--- config.mk ---
export PLATFORM = sky130hd
export DESIGN_NAME = serdes_status_pma_control_regs
export DESIGN_NICKNAME = d
export VERILOG_FILES = /design/src/serdes_status_pma_pkg.sv /design/src/serdes_status_pma_control_regs.sv
export SDC_FILE = /design/constraint.sdc
export NUM_CORES = 1
export LEC_CHECK = 0
export ABC_AREA = 1
export BUFFER_PORTS_ARGS = -buffer_cell sky130_fd_sc_hd__clkbuf_2
export CORE_ASPECT_RATIO = 0.75
export CORE_MARGIN = 1
export CORE_UTILIZATION = 55
export CTS_CLUSTER_SIZE = 12
export DETAILED_ROUTE_END_ITERATION = 7
export PLACE_DENSITY = 0.78
export SYNTH_ARGS = -nofsm -noshare
export SYNTH_HDL_FRONTEND = slang
export SYNTH_SLANG_ARGS = --single-unit
--- constraint.sdc ---
create_clock -name mclk -period 8.49 [get_ports mclk]
set_clock_uncertainty 0.05 [all_clocks]
set_input_delay 0.849 -clock mclk [delete_from_list [all_inputs] [get_ports mclk]]
set_output_delay 0.849 -clock mclk [all_outputs]
set_load 0.02 [all_outputs]
--- src/serdes_status_pma_pkg.sv ---
package serdes_status_pma_pkg;

    // ------------------------------------------------------------------
    // Management device addresses and register offsets
    // ------------------------------------------------------------------
    localparam logic [4:0]  DEV_PMA        = 5'h01;
    localparam logic [4:0]  DEV_VS         = 5'h1E;
    localparam logic [15:0] ADDR_PMA_CTRL  = 16'h0000;
    localparam logic [15:0] ADDR_RES_A     = 16'h8030;
    localparam logic [15:0] ADDR_FAST_B    = 16'h8032;
    localparam logic [15:0] ADDR_FAST_C    = 16'h8033;
    localparam logic [15:0] ADDR_SLOW      = 16'h8034;
    localparam logic [15:0] ADDR_RES_STAT  = 16'h8035;
    localparam logic [15:0] ADDR_RES_B     = 16'h8100;
    localparam logic [15:0] ADDR_RES_C     = 16'h8101;
    localparam logic [15:0] ADDR_DBG       = 16'h9000;

    // ------------------------------------------------------------------
    // Reset values, writable masks and field positions
    // ------------------------------------------------------------------
    localparam logic [15:0] REG_RESET      = 16'h0000;
    localparam logic [15:0] MASK_RES_A     = 16'h000F;
    localparam logic [15:0] MASK_RES_B     = 16'h07FF;
    localparam logic [15:0] MASK_RES_C     = 16'h3FFF;
    localparam logic [15:0] MASK_DBG       = 16'h0F31;
    localparam int          CTRL_RST_BIT   = 15;
    localparam int          CTRL_LPWR_BIT  = 11;
    localparam int          CTRL_LOOP_BIT  = 0;
    localparam int          FB_RXEN_BIT    = 11;
    localparam int          FB_TRACK_BIT   = 10;
    localparam int          FB_EQHLD_BIT   = 9;
    localparam int          FB_CRF_LSB     = 4;
    localparam int          FB_SWING_LSB   = 0;
    localparam int          FC_TXRATE_LSB  = 8;
    localparam int          FC_RXRATE_LSB  = 4;
    localparam int          FC_PLL_LSB     = 0;
    localparam int          SL_TXRATE_LSB  = 8;
    localparam int          SL_RXRATE_LSB  = 4;
    localparam int          SL_PLL_LSB     = 0;

    // ------------------------------------------------------------------
    // Frame layout, opcodes and timing
    // ------------------------------------------------------------------
    localparam logic [1:0]  OP_ADDR        = 2'h0;
    localparam logic [1:0]  OP_WRITE       = 2'h1;
    localparam logic [1:0]  OP_READINC     = 2'h2;
    localparam logic [1:0]  OP_READ        = 2'h3;
    localparam logic [5:0]  PREAMBLE_ONES  = 6'h20;
    localparam logic [5:0]  HDR_LAST       = 6'h0D;
    localparam logic [5:0]  TA_DRIVE       = 6'h0F;
    localparam logic [5:0]  FRAME_LAST     = 6'h1F;
    localparam int          SOFT_RST_NS    = 100;
    localparam int          CLK_PERIOD_NS  = 10;
    localparam logic [7:0]  SOFT_RST_COUNT =
        8'((SOFT_RST_NS + CLK_PERIOD_NS - 1) / CLK_PERIOD_NS);

    typedef enum logic [0:0] {
        ST_PREAMBLE = 1'b0,
        ST_FRAME    = 1'b1
    } mdio_state_e;

endpackage

--- src/serdes_status_pma_control_regs.sv ---
`timescale 1ns/1ps
// Function
// - Fast status B: rx enable, track, hold.
// - Fast status B: cursor reduction, swing fields.
// - Fast status C: tx, rx rate, multiplier.
// - Slow status: tx, rx rate, multiplier.
// - One debug register shared by every channel.
// - Answer only device addresses one and vendor.
// - Control bit 15 resets every control register, self clears.
// - Control bit 11 requests low power.
// - Control bit 0 enables fast serial loopback.
module serdes_status_pma_control_regs
    import serdes_status_pma_pkg::*;
#(
    parameter logic [4:0] PORT_ADDR = 5'h00, // Base port address
    parameter logic [4:0] PORT_MASK = 5'h1C  // Port bits that must match
) (
    input  wire logic       mclk,                        // Management clock
    input  wire logic       rst,                         // Async reset
    input  wire logic       mdc,                         // Management clock pin
    input  wire logic       mdioIn,                      // Data pin level
    output logic            mdioOut,                     // Data pin drive
    output logic            mdioOeN,                     // Drive enable, low
    input  wire logic       fast_final_rx_enable,        // Fast rx enable
    input  wire logic       fast_final_track_enable,     // Fast tracking
    input  wire logic       fast_final_equalizer_hold,   // Fast eq hold
    input  wire logic [4:0] fast_final_cursor_reduction, // Cursor weights
    input  wire logic [3:0] fast_final_swing,            // Fast swing
    input  wire logic [1:0] fast_final_tx_rate,          // Fast tx rate
    input  wire logic [2:0] fast_final_rx_rate,          // Fast rx rate
    input  wire logic [3:0] final_pll_multiplier,        // Fast PLL mult
    input  wire logic [1:0] slow_final_tx_rate,          // Slow tx rate
    input  wire logic [1:0] slow_final_rx_rate,          // Slow rx rate
    input  wire logic [3:0] slow_final_pll_multiplier,   // Slow PLL mult
    output logic            low_power_request,           // Power down
    output logic            serialLoopback,              // Fast loopback
    output logic            datapathReset,               // Global reset
    output logic [15:0]     reservedCtrlA,               // Spare control
    output logic [15:0]     reservedCtrlB,               // Spare control
    output logic [15:0]     reservedCtrlC,               // Spare control
    output logic [15:0]     debugCtrl                    // Shared debug
);
    import serdes_status_pma_pkg::*;

    // ------------------------------------------------------------------
    // Declarations
    // ------------------------------------------------------------------
    logic [1:0]  mdcSync;
    logic [1:0]  mdioSync;
    logic        mdcPrev;
    logic [47:0] statMeta;
    logic [47:0] statSync;
    logic [47:0] statImg;
    logic        mdcRise;
    logic        mdcFall;
    logic        bitIn;
    logic [13:0] hdr;
    logic        hdrHit;
    logic        hdrVs;
    logic [15:0] rdWord;
    logic [15:0] pmaWord;
    logic [15:0] wData;
    logic        wrPma;
    logic        wrDbg;
    logic        busy;
    mdio_state_e state_q,   state_d;
    logic [5:0]  ones_q,    ones_d;
    logic [5:0]  cnt_q,     cnt_d;
    logic [15:0] shift_q,   shift_d;
    logic [1:0]  op_q,      op_d;
    logic        hit_q,     hit_d;
    logic        devVs_q,   devVs_d;
    logic [15:0] rdData_q,  rdData_d;
    logic        mdioOut_q, mdioOut_d;
    logic        oeN_q,     oeN_d;
    logic [15:0] addrPma_q, addrPma_d;
    logic [15:0] addrVs_q,  addrVs_d;
    logic        lowPwr_q,  lowPwr_d;
    logic        loop_q,    loop_d;
    logic [15:0] resA_q,    resA_d;
    logic [15:0] resB_q,    resB_d;
    logic [15:0] resC_q,    resC_d;
    logic [15:0] dbg_q,     dbg_d;
    logic [7:0]  soft_q,    soft_d;

    // ------------------------------------------------------------------
    // Input synchronisers and status images
    // ------------------------------------------------------------------
    // Status fields come from serializer clocks, so each bit passes two
    // flops; a multi-bit field may show a mix for one cycle while moving.
    always_comb begin
        statImg = '0;
        statImg[FB_RXEN_BIT]            = fast_final_rx_enable;
        statImg[FB_TRACK_BIT]           = fast_final_track_enable;
        statImg[FB_EQHLD_BIT]           = fast_final_equalizer_hold;
        statImg[FB_CRF_LSB +: 5]        = fast_final_cursor_reduction;
        statImg[FB_SWING_LSB +: 4]      = fast_final_swing;
        statImg[16 + FC_TXRATE_LSB +: 2] = fast_final_tx_rate;
        statImg[16 + FC_RXRATE_LSB +: 3] = fast_final_rx_rate;
        statImg[16 + FC_PLL_LSB +: 4]   = final_pll_multiplier;
        statImg[32 + SL_TXRATE_LSB +: 2] = slow_final_tx_rate;
        statImg[32 + SL_RXRATE_LSB +: 2] = slow_final_rx_rate;
        statImg[32 + SL_PLL_LSB +: 4]   = slow_final_pll_multiplier;
    end

    assign mdcRise = mdcSync[1] & ~mdcPrev;
    assign mdcFall = ~mdcSync[1] & mdcPrev;
    assign bitIn   = mdioSync[1];
    assign hdr     = {shift_q[12:0], bitIn};
    assign hdrVs   = (hdr[4:0] == DEV_VS);
    // Clause 45 start, port group match and one of our two devices.
    assign hdrHit  = ~hdr[12] & ((hdr[9:5] & PORT_MASK) == PORT_ADDR)
                   & ((hdr[4:0] == DEV_PMA) | hdrVs);
    assign busy    = (soft_q != 8'h00);
    assign pmaWord = {busy, 3'h0, lowPwr_q, 10'h000, loop_q};

    // ------------------------------------------------------------------
    // Read decode
    // ------------------------------------------------------------------
    always_comb begin
        rdWord = REG_RESET;
        if (!hdrVs) begin
            if (addrPma_q == ADDR_PMA_CTRL) begin
                rdWord = pmaWord;
            end
        end else begin
            case (addrVs_q)
                ADDR_RES_A:    rdWord = resA_q;
                ADDR_FAST_B:   rdWord = statSync[15:0];
                ADDR_FAST_C:   rdWord = statSync[31:16];
                ADDR_SLOW:     rdWord = statSync[47:32];
                ADDR_RES_STAT: rdWord = REG_RESET;
                ADDR_RES_B:    rdWord = resB_q;
                ADDR_RES_C:    rdWord = resC_q;
                ADDR_DBG:      rdWord = dbg_q;
                default:       rdWord = REG_RESET;
            endcase
        end
    end

    // ------------------------------------------------------------------
    // Frame engine and register file, next state
    // ------------------------------------------------------------------
    always_comb begin
        state_d   = state_q;
        ones_d    = ones_q;
        cnt_d     = cnt_q;
        shift_d   = shift_q;
        op_d      = op_q;
        hit_d     = hit_q;
        devVs_d   = devVs_q;
        rdData_d  = rdData_q;
        mdioOut_d = mdioOut_q;
        oeN_d     = oeN_q;
        addrPma_d = addrPma_q;
        addrVs_d  = addrVs_q;
        lowPwr_d  = lowPwr_q;
        loop_d    = loop_q;
        resA_d    = resA_q;
        resB_d    = resB_q;
        resC_d    = resC_q;
        dbg_d     = dbg_q;
        soft_d    = busy ? soft_q - 8'h01 : soft_q;
        wData     = {shift_q[14:0], bitIn};
        wrPma     = 1'b0;
        wrDbg     = 1'b0;
        if (mdcRise) begin
            case (state_q)
                ST_PREAMBLE: begin
                    if (bitIn) begin
                        ones_d = (ones_q == PREAMBLE_ONES) ? ones_q
                                                           : ones_q + 6'h01;
                    end else begin
                        ones_d = 6'h00;
                        if (ones_q == PREAMBLE_ONES) begin
                            state_d = ST_FRAME;
                            cnt_d   = 6'h01;
                            shift_d = 16'h0000;
                        end
                    end
                end
                ST_FRAME: begin
                    shift_d = wData;
                    cnt_d   = cnt_q + 6'h01;
                    if (cnt_q == HDR_LAST) begin
                        hit_d    = hdrHit;
                        op_d     = hdr[11:10];
                        devVs_d  = hdrVs;
                        rdData_d = rdWord;
                        if (hdrHit && hdr[11:10] == OP_READINC) begin
                            if (hdrVs) begin
                                addrVs_d = addrVs_q + 16'h0001;
                            end else begin
                                addrPma_d = addrPma_q + 16'h0001;
                            end
                        end
                    end
                    if (cnt_q == FRAME_LAST) begin
                        state_d = ST_PREAMBLE;
                        if (hit_q && op_q == OP_ADDR) begin
                            if (devVs_q) begin
                                addrVs_d = wData;
                            end else begin
                                addrPma_d = wData;
                            end
                        end
                        if (hit_q && op_q == OP_WRITE) begin
                            wrPma = !devVs_q && addrPma_q == ADDR_PMA_CTRL;
                            wrDbg = devVs_q && addrVs_q == ADDR_DBG;
                            if (wrPma) begin
                                lowPwr_d = wData[CTRL_LPWR_BIT];
                                loop_d   = wData[CTRL_LOOP_BIT];
                                if (wData[CTRL_RST_BIT] && !busy) begin
                                    soft_d = SOFT_RST_COUNT;
                                end
                            end
                            if (devVs_q) begin
                                case (addrVs_q)
                                    ADDR_RES_A: resA_d = wData & MASK_RES_A;
                                    ADDR_RES_B: resB_d = wData & MASK_RES_B;
                                    ADDR_RES_C: resC_d = wData & MASK_RES_C;
                                    ADDR_DBG:   dbg_d  = wData & MASK_DBG;
                                    default:    resA_d = resA_q;
                                endcase
                            end
                        end
                    end
                end
                default: state_d = ST_PREAMBLE;
            endcase
        end
        // Read data turns round on the clock's low phase, giving the host
        // half a period less three mclk cycles (two synchroniser flops and the output flop) of setup before it samples on the rise.
        if (mdcFall) begin
            if (state_q == ST_FRAME && hit_q && op_q[1]
                && cnt_q >= TA_DRIVE) begin
                oeN_d     = 1'b0;
                mdioOut_d = (cnt_q == TA_DRIVE)
                          ? 1'b0 : rdData_q[4'(FRAME_LAST - cnt_q)];
            end else begin
                oeN_d     = 1'b1;
                mdioOut_d = 1'b1;
            end
        end
        // The global reset holds every management register at default,
        // so a write landing inside the reset window is dropped.
        if (busy) begin
            addrPma_d = REG_RESET;
            addrVs_d  = REG_RESET;
            lowPwr_d  = 1'b0;
            loop_d    = 1'b0;
            resA_d    = REG_RESET;
            resB_d    = REG_RESET;
            resC_d    = REG_RESET;
            dbg_d     = REG_RESET;
        end
    end

    // ------------------------------------------------------------------
    // Registers
    // ------------------------------------------------------------------
    always_ff @(posedge mclk or posedge rst) begin
        if (rst) begin
            mdcSync   <= 2'h0;
            mdioSync  <= 2'h3;
            mdcPrev   <= 1'b0;
            statMeta  <= 48'h0;
            statSync  <= 48'h0;
            state_q   <= ST_PREAMBLE;
            ones_q    <= 6'h00;
            cnt_q     <= 6'h00;
            shift_q   <= 16'h0000;
            op_q      <= OP_ADDR;
            hit_q     <= 1'b0;
            devVs_q   <= 1'b0;
            rdData_q  <= 16'h0000;
            mdioOut_q <= 1'b1;
            oeN_q     <= 1'b1;
            addrPma_q <= REG_RESET;
            addrVs_q  <= REG_RESET;
            lowPwr_q  <= 1'b0;
            loop_q    <= 1'b0;
            resA_q    <= REG_RESET;
            resB_q    <= REG_RESET;
            resC_q    <= REG_RESET;
            dbg_q     <= REG_RESET;
            soft_q    <= 8'h00;
        end else begin
            mdcSync   <= {mdcSync[0], mdc};
            mdioSync  <= {mdioSync[0], mdioIn};
            mdcPrev   <= mdcSync[1];
            statMeta  <= statImg;
            statSync  <= statMeta;
            state_q   <= state_d;
            ones_q    <= ones_d;
            cnt_q     <= cnt_d;
            shift_q   <= shift_d;
            op_q      <= op_d;
            hit_q     <= hit_d;
            devVs_q   <= devVs_d;
            rdData_q  <= rdData_d;
            mdioOut_q <= mdioOut_d;
            oeN_q     <= oeN_d;
            addrPma_q <= addrPma_d;
            addrVs_q  <= addrVs_d;
            lowPwr_q  <= lowPwr_d;
            loop_q    <= loop_d;
            resA_q    <= resA_d;
            resB_q    <= resB_d;
            resC_q    <= resC_d;
            dbg_q     <= dbg_d;
            soft_q    <= soft_d;
        end
    end

    assign mdioOut           = mdioOut_q;
    assign mdioOeN           = oeN_q;
    assign low_power_request = lowPwr_q;
    assign serialLoopback    = loop_q;
    assign datapathReset     = busy;
    assign reservedCtrlA     = resA_q;
    assign reservedCtrlB     = resB_q;
    assign reservedCtrlC     = resC_q;
    assign debugCtrl         = dbg_q;
endmodule

==> results of run 1 <==
## final cells by class
cell class	instances	area (sq um)	area share (%)
Inverter	121	464	4.49
Sequential cell	190	4760	46.1
Timing Repair Buffer	77	395	3.83
Clock buffer	17	425	4.12
Multi-Input combinational cell	838	3890	37.6
Clock inverter	13	130	1.26
Tap cell	215	269	2.60
## state kept, by name, summed over array words and instances (netlist names), 2 cells and up
signal         cells
op_q               2
statSync          29
addrVs_q          16
reservedCtrlA      4
rdData_q          15
ones_q             6
debugCtrl          7
reservedCtrlC     14
reservedCtrlB     11
mdioSync           2
shift_q           15
statMeta          29
soft_q             8
cnt_q              6
addrPma_q         16
mdcSync            2
## cell usage after synthesis, types with 2 or more instances
| library cell | instances |
|---|---|
| sky130_fd_sc_hd__nand2_1 | 352 |
| sky130_fd_sc_hd__nand4_1 | 21 |
| sky130_fd_sc_hd__dfstp_2 | 4 |
| sky130_fd_sc_hd__o31ai_1 | 2 |
| sky130_fd_sc_hd__nor2_1 | 97 |
| sky130_fd_sc_hd__clkinv_2 | 2 |
| sky130_fd_sc_hd__o211ai_1 | 2 |
| sky130_fd_sc_hd__nand3b_1 | 3 |
| sky130_fd_sc_hd__nor3_4 | 2 |
| sky130_fd_sc_hd__clkbuf_1 | 11 |
| sky130_fd_sc_hd__o22ai_1 | 18 |
| sky130_fd_sc_hd__xor2_1 | 3 |
| sky130_fd_sc_hd__and3_1 | 3 |
| sky130_fd_sc_hd__buf_4 | 31 |
| sky130_fd_sc_hd__nor3_1 | 14 |
| sky130_fd_sc_hd__nor4_1 | 2 |
| sky130_fd_sc_hd__inv_1 | 109 |
| sky130_fd_sc_hd__ha_1 | 12 |
| sky130_fd_sc_hd__inv_2 | 9 |
| sky130_fd_sc_hd__o21ai_0 | 72 |
| sky130_fd_sc_hd__xnor2_1 | 2 |
| sky130_fd_sc_hd__o21ai_1 | 17 |
| sky130_fd_sc_hd__o21a_1 | 2 |
| sky130_fd_sc_hd__a21oi_1 | 47 |
| sky130_fd_sc_hd__nor2_2 | 4 |
| sky130_fd_sc_hd__buf_2 | 21 |
| sky130_fd_sc_hd__dfrtp_1 | 186 |
| sky130_fd_sc_hd__buf_6 | 3 |
| sky130_fd_sc_hd__or2_2 | 3 |
| sky130_fd_sc_hd__nand3_1 | 119 |
| sky130_fd_sc_hd__nand2_4 | 2 |
## metrics by stage
step / utilization [%] / power (mW)
floorplan: - / 0.989
global placement: 58.3 / 0.996
detailed placement: 58.3 / 0.997
CTS: 61.6 / 1.75
global route: 61.6 / 1.80
finish: 61.6 / 1.75
## cells by family after synthesis
| group | Yosys count |
|---|---|
| DFF | 190 |
| buffers and inverters | 189 |
| adders and majority gates | 12 |
| AOI/OAI and AO/OA | 162 |
| and+or+nand+nor | 631 |
| xor gates and xnor gates | 5 |
| other | 1 |
## worst max-delay path, stage by stage, from the launching register on
cell                      delay [ps]
sky130_fd_sc_hd__dfrtp_1         400
sky130_fd_sc_hd__nor2_1          160
sky130_fd_sc_hd__inv_2            60
sky130_fd_sc_hd__nor3_2          130
sky130_fd_sc_hd__nand4_1         590
sky130_fd_sc_hd__inv_2           590
sky130_fd_sc_hd__nand2_1         420
sky130_fd_sc_hd__inv_1           790
sky130_fd_sc_hd__nand2_1         120
sky130_fd_sc_hd__nand2_1         110
## power by group
group	internal, mW	leakage (nW)	total, mW	switching (mW)
Combinational	0.00974	2.42	0.0492	0.0394
Sequential	0.923	2.50	0.930	0.00708
Clock	0.386	0.264	0.772	0.386
Total	1.32	5.18	1.75	0.433
## per-layer routing
metal / GRT usage, % / part of all wire [%] / up-vias
met3: 6.97 / 10 / 60
met1: 43.0 / 45 / 3935
met5: 0 / 0 / -
met2: 42.5 / 42 / 430
met4: 9.02 / 2.1 / 0
li1: - / - / 3899
## worst max-delay path by stage
stage	start	end	slack [ps]
after floorplan	rst	addrPma_q[0]	2430
after global placement	soft_q[3]	addrPma_q[13]	5170
after detailed placement	soft_q[3]	addrPma_q[7]	5170
after CTS	soft_q[3]	addrPma_q[3]	5120
after global routing	soft_q[3]	addrPma_q[7]	4820
final	soft_q[3]	addrPma_q[3]	4990
==> flow_summary.html, run 1 <==
<table>
<tr><th>Metric</th><th>Value</th></tr>
<tr><th colspan="2">Run status</th></tr>
<tr><td>Status</td><td>finished, final reports clean</td></tr>
<tr><th colspan="2">Floorplanning</th></tr>
<tr><td>Num rows</td><td>41</td></tr>
<tr><td>Total Die Area</td><td>17,700 sq um</td></tr>
<tr><td>Ports placed on the boundary</td><td>102</td></tr>
<tr><td>Die extent in x</td><td>153 um</td></tr>
<tr><td>Core Box Area</td><td>16,800 sq um</td></tr>
<tr><td>Initial core utilization</td><td>56.1%</td></tr>
<tr><td>Floorplan die height</td><td>115 um</td></tr>
<tr><th colspan="2">Final layout</th></tr>
<tr><td>Post-route insts no fill</td><td>1,471</td></tr>
<tr><td>Fraction of final layout cells with drive strength greater than 1</td><td>11.3%</td></tr>
<tr><td>Leading cell types in the layout, fill and taps excluded</td><td>sky130_fd_sc_hd__nand2_1, sky130_fd_sc_hd__dfrtp_1, sky130_fd_sc_hd__nand3_1</td></tr>
<tr><td>Antenna diode instance count</td><td>0</td></tr>
<tr><td>Number of fillers in the final layout</td><td>1,441</td></tr>
<tr><td>Most common cell after layout, fill and taps aside</td><td>sky130_fd_sc_hd__nand2_1</td></tr>
<tr><td>Growth of design area from synthesis to finish</td><td>9.71%</td></tr>
<tr><td>Post-route design area</td><td>10,300 sq um</td></tr>
<tr><td>Final-stage net count</td><td>1,290</td></tr>
<tr><th colspan="2">Yosys</th></tr>
<tr><td>Sequential area share after synthesis</td><td>50.6%</td></tr>
<tr><td>Ys flop type</td><td>sky130_fd_sc_hd__dfrtp_1</td></tr>
<tr><td>Post-synthesis cell area</td><td>9420 sq um</td></tr>
<tr><td>Share of synthesized area spent on multiplexers</td><td>0%</td></tr>
<tr><td>Cell types occupying the most area after synthesis</td><td>sky130_fd_sc_hd__dfrtp_1, sky130_fd_sc_hd__nand2_1, sky130_fd_sc_hd__nand3_1</td></tr>
<tr><td>Synth Area in Adders</td><td>1.59%</td></tr>
<tr><td>Post-synth cell types</td><td>46</td></tr>
<tr><td>#FFs+latches synth</td><td>190</td></tr>
<tr><td>Number of synthesis warnings</td><td>0</td></tr>
<tr><td>Proportion of register bits with asynchronous set or reset after synthesis</td><td>100%</td></tr>
<tr><td>Number of flops mapped to enable cells by yosys</td><td>0</td></tr>
<tr><td>Cells after synthesis</td><td>1,190</td></tr>
<tr><td>Combinational family with the most area after synthesis</td><td>simple AND/OR/NAND/NOR gates</td></tr>
<tr><td>Fraction of the mapped netlist area in compound gates</td><td>9.10%</td></tr>
<tr><td>Average cell area after synthesis</td><td>7.91 sq um</td></tr>
<tr><td>Cell type with the highest aggregate area in the netlist</td><td>sky130_fd_sc_hd__dfrtp_1</td></tr>
<tr><td>Share of the synthesized area in the top cell type</td><td>49.4%</td></tr>
<tr><td>XOR/XNOR Fraction of Synth Area</td><td>0.465%</td></tr>
<tr><td>Post-synthesis share of cell area spent on and, or, nand and nor gates</td><td>28.9%</td></tr>
<tr><th colspan="2">Clocking</th></tr>
<tr><td>Number of levels in the clock H-tree</td><td>4</td></tr>
<tr><td>CTS root buffer</td><td>sky130_fd_sc_hd__clkbuf_16</td></tr>
<tr><td>Post-CTS repair timing setup buffer count</td><td>0</td></tr>
<tr><td>Register clock-pin slew on the reported worst setup and hold paths</td><td>80 ps</td></tr>
<tr><td>Clk_lat worst skew</td><td>450 ps</td></tr>
<tr><td>Clock tree from TritonCTS</td><td>yes</td></tr>
<tr><td>Number of buffers on the longest clock path</td><td>2</td></tr>
<tr><td>Number of cells upsized or downsized after cts</td><td>0</td></tr>
<tr><td>Clock net sink count</td><td>190</td></tr>
<tr><td>Cts bufs inserted</td><td>17</td></tr>
<tr><td>Post-cts hold buffer count</td><td>0</td></tr>
<tr><th colspan="2">Placement</th></tr>
<tr><td>Placed cell area</td><td>9770 sq um</td></tr>
<tr><td>IO Port Bufs</td><td>73</td></tr>
<tr><td>Placed cell count</td><td>1,441</td></tr>
<tr><td>Post-detail-place hpwl</td><td>17,200 um</td></tr>
<tr><td>Placement-stage worst setup slack</td><td>5170 ps</td></tr>
<tr><td>GPL Wtd Cong</td><td>0.905</td></tr>
<tr><th colspan="2">Timing</th></tr>
<tr><td>Setup TNS after final layout</td><td>0 ps</td></tr>
<tr><td>Shortest clock period the worst path allows after layout</td><td>3500 ps</td></tr>
<tr><td>Unrepaired setup endpoints after global routing</td><td>no</td></tr>
<tr><td>Pins Over Slew Limit</td><td>0</td></tr>
<tr><td>Peak clock frequency supported by timing</td><td>0.286 GHz</td></tr>
<tr><td>Final count of hold timing violations</td><td>0</td></tr>
<tr><td>Total setup violations reported at the end of the flow</td><td>0</td></tr>
<tr><td>Tightest Pin Transition</td><td>1330 ps</td></tr>
<tr><td>Worst Hold Slack</td><td>301 ps</td></tr>
<tr><td>Worst slew margin relative to its limit</td><td>10.8%</td></tr>
<tr><td>Worst-case setup margin in the final layout</td><td>4990 ps</td></tr>
<tr><td>Portion of the clock cycle consumed by the worst path in the final layout</td><td>41.2%</td></tr>
<tr><th colspan="2">Detailed routing</th></tr>
<tr><td>Overall via count from detail_route</td><td>8,324</td></tr>
<tr><td>Vias per cell</td><td>5.66</td></tr>
<tr><td>Overall routed net length</td><td>25,000 um</td></tr>
<tr><td>Remaining DRCs</td><td>0</td></tr>
<tr><td>Number of routed nets with antenna violations</td><td>0</td></tr>
<tr><td>WL/cell</td><td>17.0 um</td></tr>
<tr><td>Drt first-iter violations</td><td>874</td></tr>
<tr><td>First drt pass iteration count</td><td>8</td></tr>
<tr><th colspan="2">GRT</th></tr>
<tr><td>GRT overflow</td><td>0</td></tr>
<tr><td>Initial antenna violation count</td><td>0</td></tr>
<tr><td>Wire length of the first global-routing pass</td><td>39,600 um</td></tr>
<tr><td>Pin count of the biggest net entering global routing</td><td>114</td></tr>
<tr><td>Vias in the first global route</td><td>7,511</td></tr>
<tr><td>Total global-route track usage</td><td>29.2%</td></tr>
<tr><th colspan="2">Pwr</th></tr>
<tr><td>Leakage dissipation</td><td>5.18 nW</td></tr>
<tr><td>Ratio of total power to cell area</td><td>170 nW/um^2</td></tr>
<tr><td>Worst VDD drop</td><td>122 uV</td></tr>
<tr><th colspan="2">Critical path</th></tr>
<tr><td>Internal reg-to-reg setup slack</td><td>4990 ps</td></tr>
<tr><td>Setup crit end kind</td><td>flop</td></tr>
<tr><td>Critical path arrival</td><td>3830 ps</td></tr>
<tr><td>Kind of launch point of the worst setup path</td><td>flop</td></tr>
<tr><td>Endpoint of the most critical register-to-register path</td><td>addrPma_q[3]</td></tr>
<tr><td>Worst-case reg-to-reg path depth</td><td>9</td></tr>
<tr><td>Critical path data required time</td><td>8820 ps</td></tr>
<tr><td>Launch point of the worst reg-to-reg path</td><td>soft_q[3]</td></tr>
<tr><td>Maximum net fanout on the critical path</td><td>24</td></tr>
<tr><td>Type of the setup path with the least slack</td><td>flop to flop</td></tr>
<tr><th colspan="2">Min path</th></tr>
<tr><td>Min-Delay Endpoint</td><td>statSync[10]</td></tr>
<tr><td>Min-Delay Startpoint</td><td>statMeta[10]</td></tr>
<tr><td>Min-delay worst type</td><td>flop to flop</td></tr>
<tr><td>Hold Path Depth</td><td>0</td></tr>
<tr><th colspan="2">Run</th></tr>
<tr><td>MaxCap Viol Count</td><td>0</td></tr>
</table>
(Power assumes the default switching activity.)
==> inputs of run 2 (changes only) <==
--- a/config.mk
+++ b/config.mk
@@ -9,10 +9,10 @@
 export BUFFER_PORTS_ARGS = -buffer_cell sky130_fd_sc_hd__clkbuf_2
 export CORE_ASPECT_RATIO = 0.75
 export CORE_MARGIN = 1
-export CORE_UTILIZATION = 55
+export CORE_UTILIZATION = 53
 export CTS_CLUSTER_SIZE = 12
 export DETAILED_ROUTE_END_ITERATION = 7
-export PLACE_DENSITY = 0.78
+export PLACE_DENSITY = 0.79
 export SYNTH_ARGS = -nofsm -noshare
 export SYNTH_HDL_FRONTEND = slang
 export SYNTH_SLANG_ARGS = --single-unit
==> constraint.sdc (replaced) <==
create_clock -name mclk -period 2.9 [get_ports mclk]
set_clock_uncertainty 0.05 [all_clocks]
set_input_delay 0.29 -clock mclk [delete_from_list [all_inputs] [get_ports mclk]]
set_output_delay 0.29 -clock mclk [all_outputs]
set_load 0.02 [all_outputs]
==> flow_summary.html, run 2 (synthesized netlist as in run 1, its figures left out) <==
<table>
<tr><th>Metric</th><th>Value</th></tr>
<tr><th colspan="2">Critical path</th></tr>
<tr><td>Setup crit end kind</td><td>flop</td></tr>
<tr><td>CP Cell Sequence</td><td>nor2_1, inv_2, nor3_2, nand4_1, inv_2, nand2_1, a21oi_1, nand2_1, o21ai_0</td></tr>
<tr><td>Worst path max stage delay</td><td>700 ps</td></tr>
<tr><td>Maximum net fanout on the critical path</td><td>32</td></tr>
<tr><td>Critical Path Slowest Stage Cell</td><td>sky130_fd_sc_hd__nand2_1</td></tr>
<tr><td>Critical path arrival</td><td>2940 ps</td></tr>
<tr><td>Kind of launch point of the worst setup path</td><td>flop</td></tr>
<tr><td>Type of the setup path with the least slack</td><td>flop to flop</td></tr>
<tr><td>Critical path data required time</td><td>3210 ps</td></tr>
<tr><th colspan="2">Final layout</th></tr>
<tr><td>Antenna diode instance count</td><td>0</td></tr>
<tr><td>Most common cell after layout, fill and taps aside</td><td>sky130_fd_sc_hd__nand2_1</td></tr>
<tr><td>Leading cell types in the layout, fill and taps excluded</td><td>sky130_fd_sc_hd__nand2_1, sky130_fd_sc_hd__dfrtp_1, sky130_fd_sc_hd__nand3_1</td></tr>
<tr><td>Footprint of the multi-input gates</td><td>3890 sq um</td></tr>
<tr><td>Sequential cell area</td><td>4760 sq um</td></tr>
<tr><td>Leading registers by flop count</td><td>statMeta: 29 flops, statSync: 29 flops</td></tr>
<tr><td>Final-stage net count</td><td>1,341</td></tr>
<tr><td>Post-route design area</td><td>10,900 sq um</td></tr>
<tr><td>Number of fillers in the final layout</td><td>1,379</td></tr>
<tr><td>Growth of design area from synthesis to finish</td><td>15.8%</td></tr>
<tr><td>Fraction of final layout cells with drive strength greater than 1</td><td>12.5%</td></tr>
<tr><td>Core utilization of the finished layout</td><td>63.8%</td></tr>
<tr><th colspan="2">Placement</th></tr>
<tr><td>Placed cell area</td><td>9960 sq um</td></tr>
<tr><td>GPL Wtd Cong</td><td>0.941</td></tr>
<tr><td>IO Port Bufs</td><td>73</td></tr>
<tr><td>Post-detail-place hpwl</td><td>17,700 um</td></tr>
<tr><td>Placement-stage worst setup slack</td><td>373 ps</td></tr>
<tr><th colspan="2">Detailed routing</th></tr>
<tr><td>Overall routed net length</td><td>26,000 um</td></tr>
<tr><td>Length of routed wiring on met1</td><td>11,400 um</td></tr>
<tr><td>Vias per cell</td><td>5.63</td></tr>
<tr><td>Drt first-iter violations</td><td>1,281</td></tr>
<tr><td>WL/cell</td><td>16.8 um</td></tr>
<tr><td>Top Layer Used</td><td>met4</td></tr>
<tr><td>Number of routed nets with antenna violations</td><td>0</td></tr>
<tr><td>Overall via count from detail_route</td><td>8,693</td></tr>
<tr><td>First drt pass iteration count</td><td>7</td></tr>
<tr><td>Remaining DRCs</td><td>0</td></tr>
<tr><td>Met2 wire length</td><td>11,200 um</td></tr>
<tr><td>DR WL met3</td><td>2750 um</td></tr>
<tr><th colspan="2">Min path</th></tr>
<tr><td>Min-delay worst type</td><td>flop to flop</td></tr>
<tr><th colspan="2">GRT</th></tr>
<tr><td>Initial antenna violation count</td><td>0</td></tr>
<tr><td>Total global-route track usage</td><td>29.6%</td></tr>
<tr><td>Vias in the first global route</td><td>7,835</td></tr>
<tr><td>Wire length of the first global-routing pass</td><td>41,900 um</td></tr>
<tr><td>GRT overflow</td><td>0</td></tr>
<tr><td>Pin count of the biggest net entering global routing</td><td>77</td></tr>
<tr><th colspan="2">Floorplanning</th></tr>
<tr><td>Initial core utilization</td><td>55.1%</td></tr>
<tr><td>Core Box Area</td><td>17,100 sq um</td></tr>
<tr><td>Die extent in x</td><td>156 um</td></tr>
<tr><td>Floorplan die height</td><td>117 um</td></tr>
<tr><td>Ports placed on the boundary</td><td>102</td></tr>
<tr><td>Total Die Area</td><td>18,300 sq um</td></tr>
<tr><td>Num rows</td><td>41</td></tr>
<tr><th colspan="2">Clocking</th></tr>
<tr><td>Cts bufs inserted</td><td>17</td></tr>
<tr><td>Clock tree from TritonCTS</td><td>yes</td></tr>
<tr><td>Clk_lat worst skew</td><td>450 ps</td></tr>
<tr><td>CTS root buffer</td><td>sky130_fd_sc_hd__clkbuf_16</td></tr>
<tr><td>Register clock-pin slew on the reported worst setup and hold paths</td><td>80 ps</td></tr>
<tr><td>Number of levels in the clock H-tree</td><td>4</td></tr>
<tr><td>Number of buffers on the longest clock path</td><td>2</td></tr>
<tr><td>Clock net sink count</td><td>190</td></tr>
<tr><td>Post-CTS repair timing setup buffer count</td><td>0</td></tr>
<tr><th colspan="2">Timing</th></tr>
<tr><td>Pins Over Slew Limit</td><td>0</td></tr>
<tr><td>Worst-case setup margin in the final layout</td><td>268 ps</td></tr>
<tr><td>Setup TNS after final layout</td><td>0 ps</td></tr>
<tr><td>Tightest Pin Transition</td><td>1230 ps</td></tr>
<tr><td>Unrepaired setup endpoints after global routing</td><td>no</td></tr>
<tr><td>Peak clock frequency supported by timing</td><td>0.380 GHz</td></tr>
<tr><td>Shortest clock period the worst path allows after layout</td><td>2630 ps</td></tr>
<tr><td>Total setup violations reported at the end of the flow</td><td>0</td></tr>
<tr><td>Final count of hold timing violations</td><td>0</td></tr>
<tr><td>Portion of the clock cycle consumed by the worst path in the final layout</td><td>90.8%</td></tr>
<tr><td>Worst slew margin relative to its limit</td><td>18.0%</td></tr>
<tr><th colspan="2">Pwr</th></tr>
<tr><td>Leakage dissipation</td><td>5.44 nW</td></tr>
<tr><td>Ratio of total power to cell area</td><td>488 nW/um^2</td></tr>
<tr><td>Worst VDD drop</td><td>373 uV</td></tr>
<tr><th colspan="2">Run status</th></tr>
<tr><td>Status</td><td>finished, final reports clean</td></tr>
<tr><th colspan="2">Run</th></tr>
<tr><td>MaxCap Viol Count</td><td>0</td></tr>
</table>
-- run 2: worst max-delay path: cells and delay by family, from the launching register on --
family          cells  cell delay [ps]
compound gates      2              610
simple gates        5             1260
buf+inv             2              220
flops               1              400
-- run 2: timing repair --
item	4_1_cts	5_1_grt
gates resized for setup	0	0
hold buffers	32	0
endpoints found under the hold margin	61	0
-- run 2: metal layers --
layer	track usage (%)	vias to the layer above
met5	0	-
met4	10.4	0
met3	6.47	60
met2	42.1	517
met1	44.4	4100
li1	-	4016
-- run 2: layout make-up --
type / count / area share, %
Clock buffer: 17 / 3.90
Clock inverter: 15 / 1.74
Inverter: 121 / 4.22
Multi-Input combinational cell: 838 / 35.7
Sequential cell: 190 / 43.7
Tap cell: 236 / 2.71
Timing Repair Buffer: 128 / 8.10
-- run 2: worst paths after layout --
check	slack, ps	cells past startpoint	start	to
worst min-delay path	300	0	mdcSync[0]	mdcSync[1]
worst max register to register	270	9	soft_q[3]	addrPma_q[1]
max in group asynchronous	1440	4	rst	mdioOeN
worst min register to register	300	0	mdcSync[0]	mdcSync[1]
min in group asynchronous	480	3	rst	reservedCtrlC[9]
worst max-delay path	270	9	soft_q[3]	addrPma_q[1]
-- run 2: report_power, final --
| group | internal [mW] | leakage [nW] | switching (mW) |
|---|---|---|---|
| logic | 0.0626 | 2.65 | 0.126 |
| clock network | 1.18 | 0.299 | 1.23 |
| registers | 2.70 | 2.50 | 0.0208 |
| total | 3.95 | 5.44 | 1.38 |
-- run 2: per-stage QoR --
stage / total power, mW / hold WS, ps / cells
final: 5.32 / 302 / 1545
after global routing: 5.47 / 309 / 1545
after CTS: 5.34 / 305 / 1545
after detailed placement: 2.93 / 286 / 1481
after global placement: 2.92 / 283 / 1481
after floorplan: 2.90 / 244 / 1217
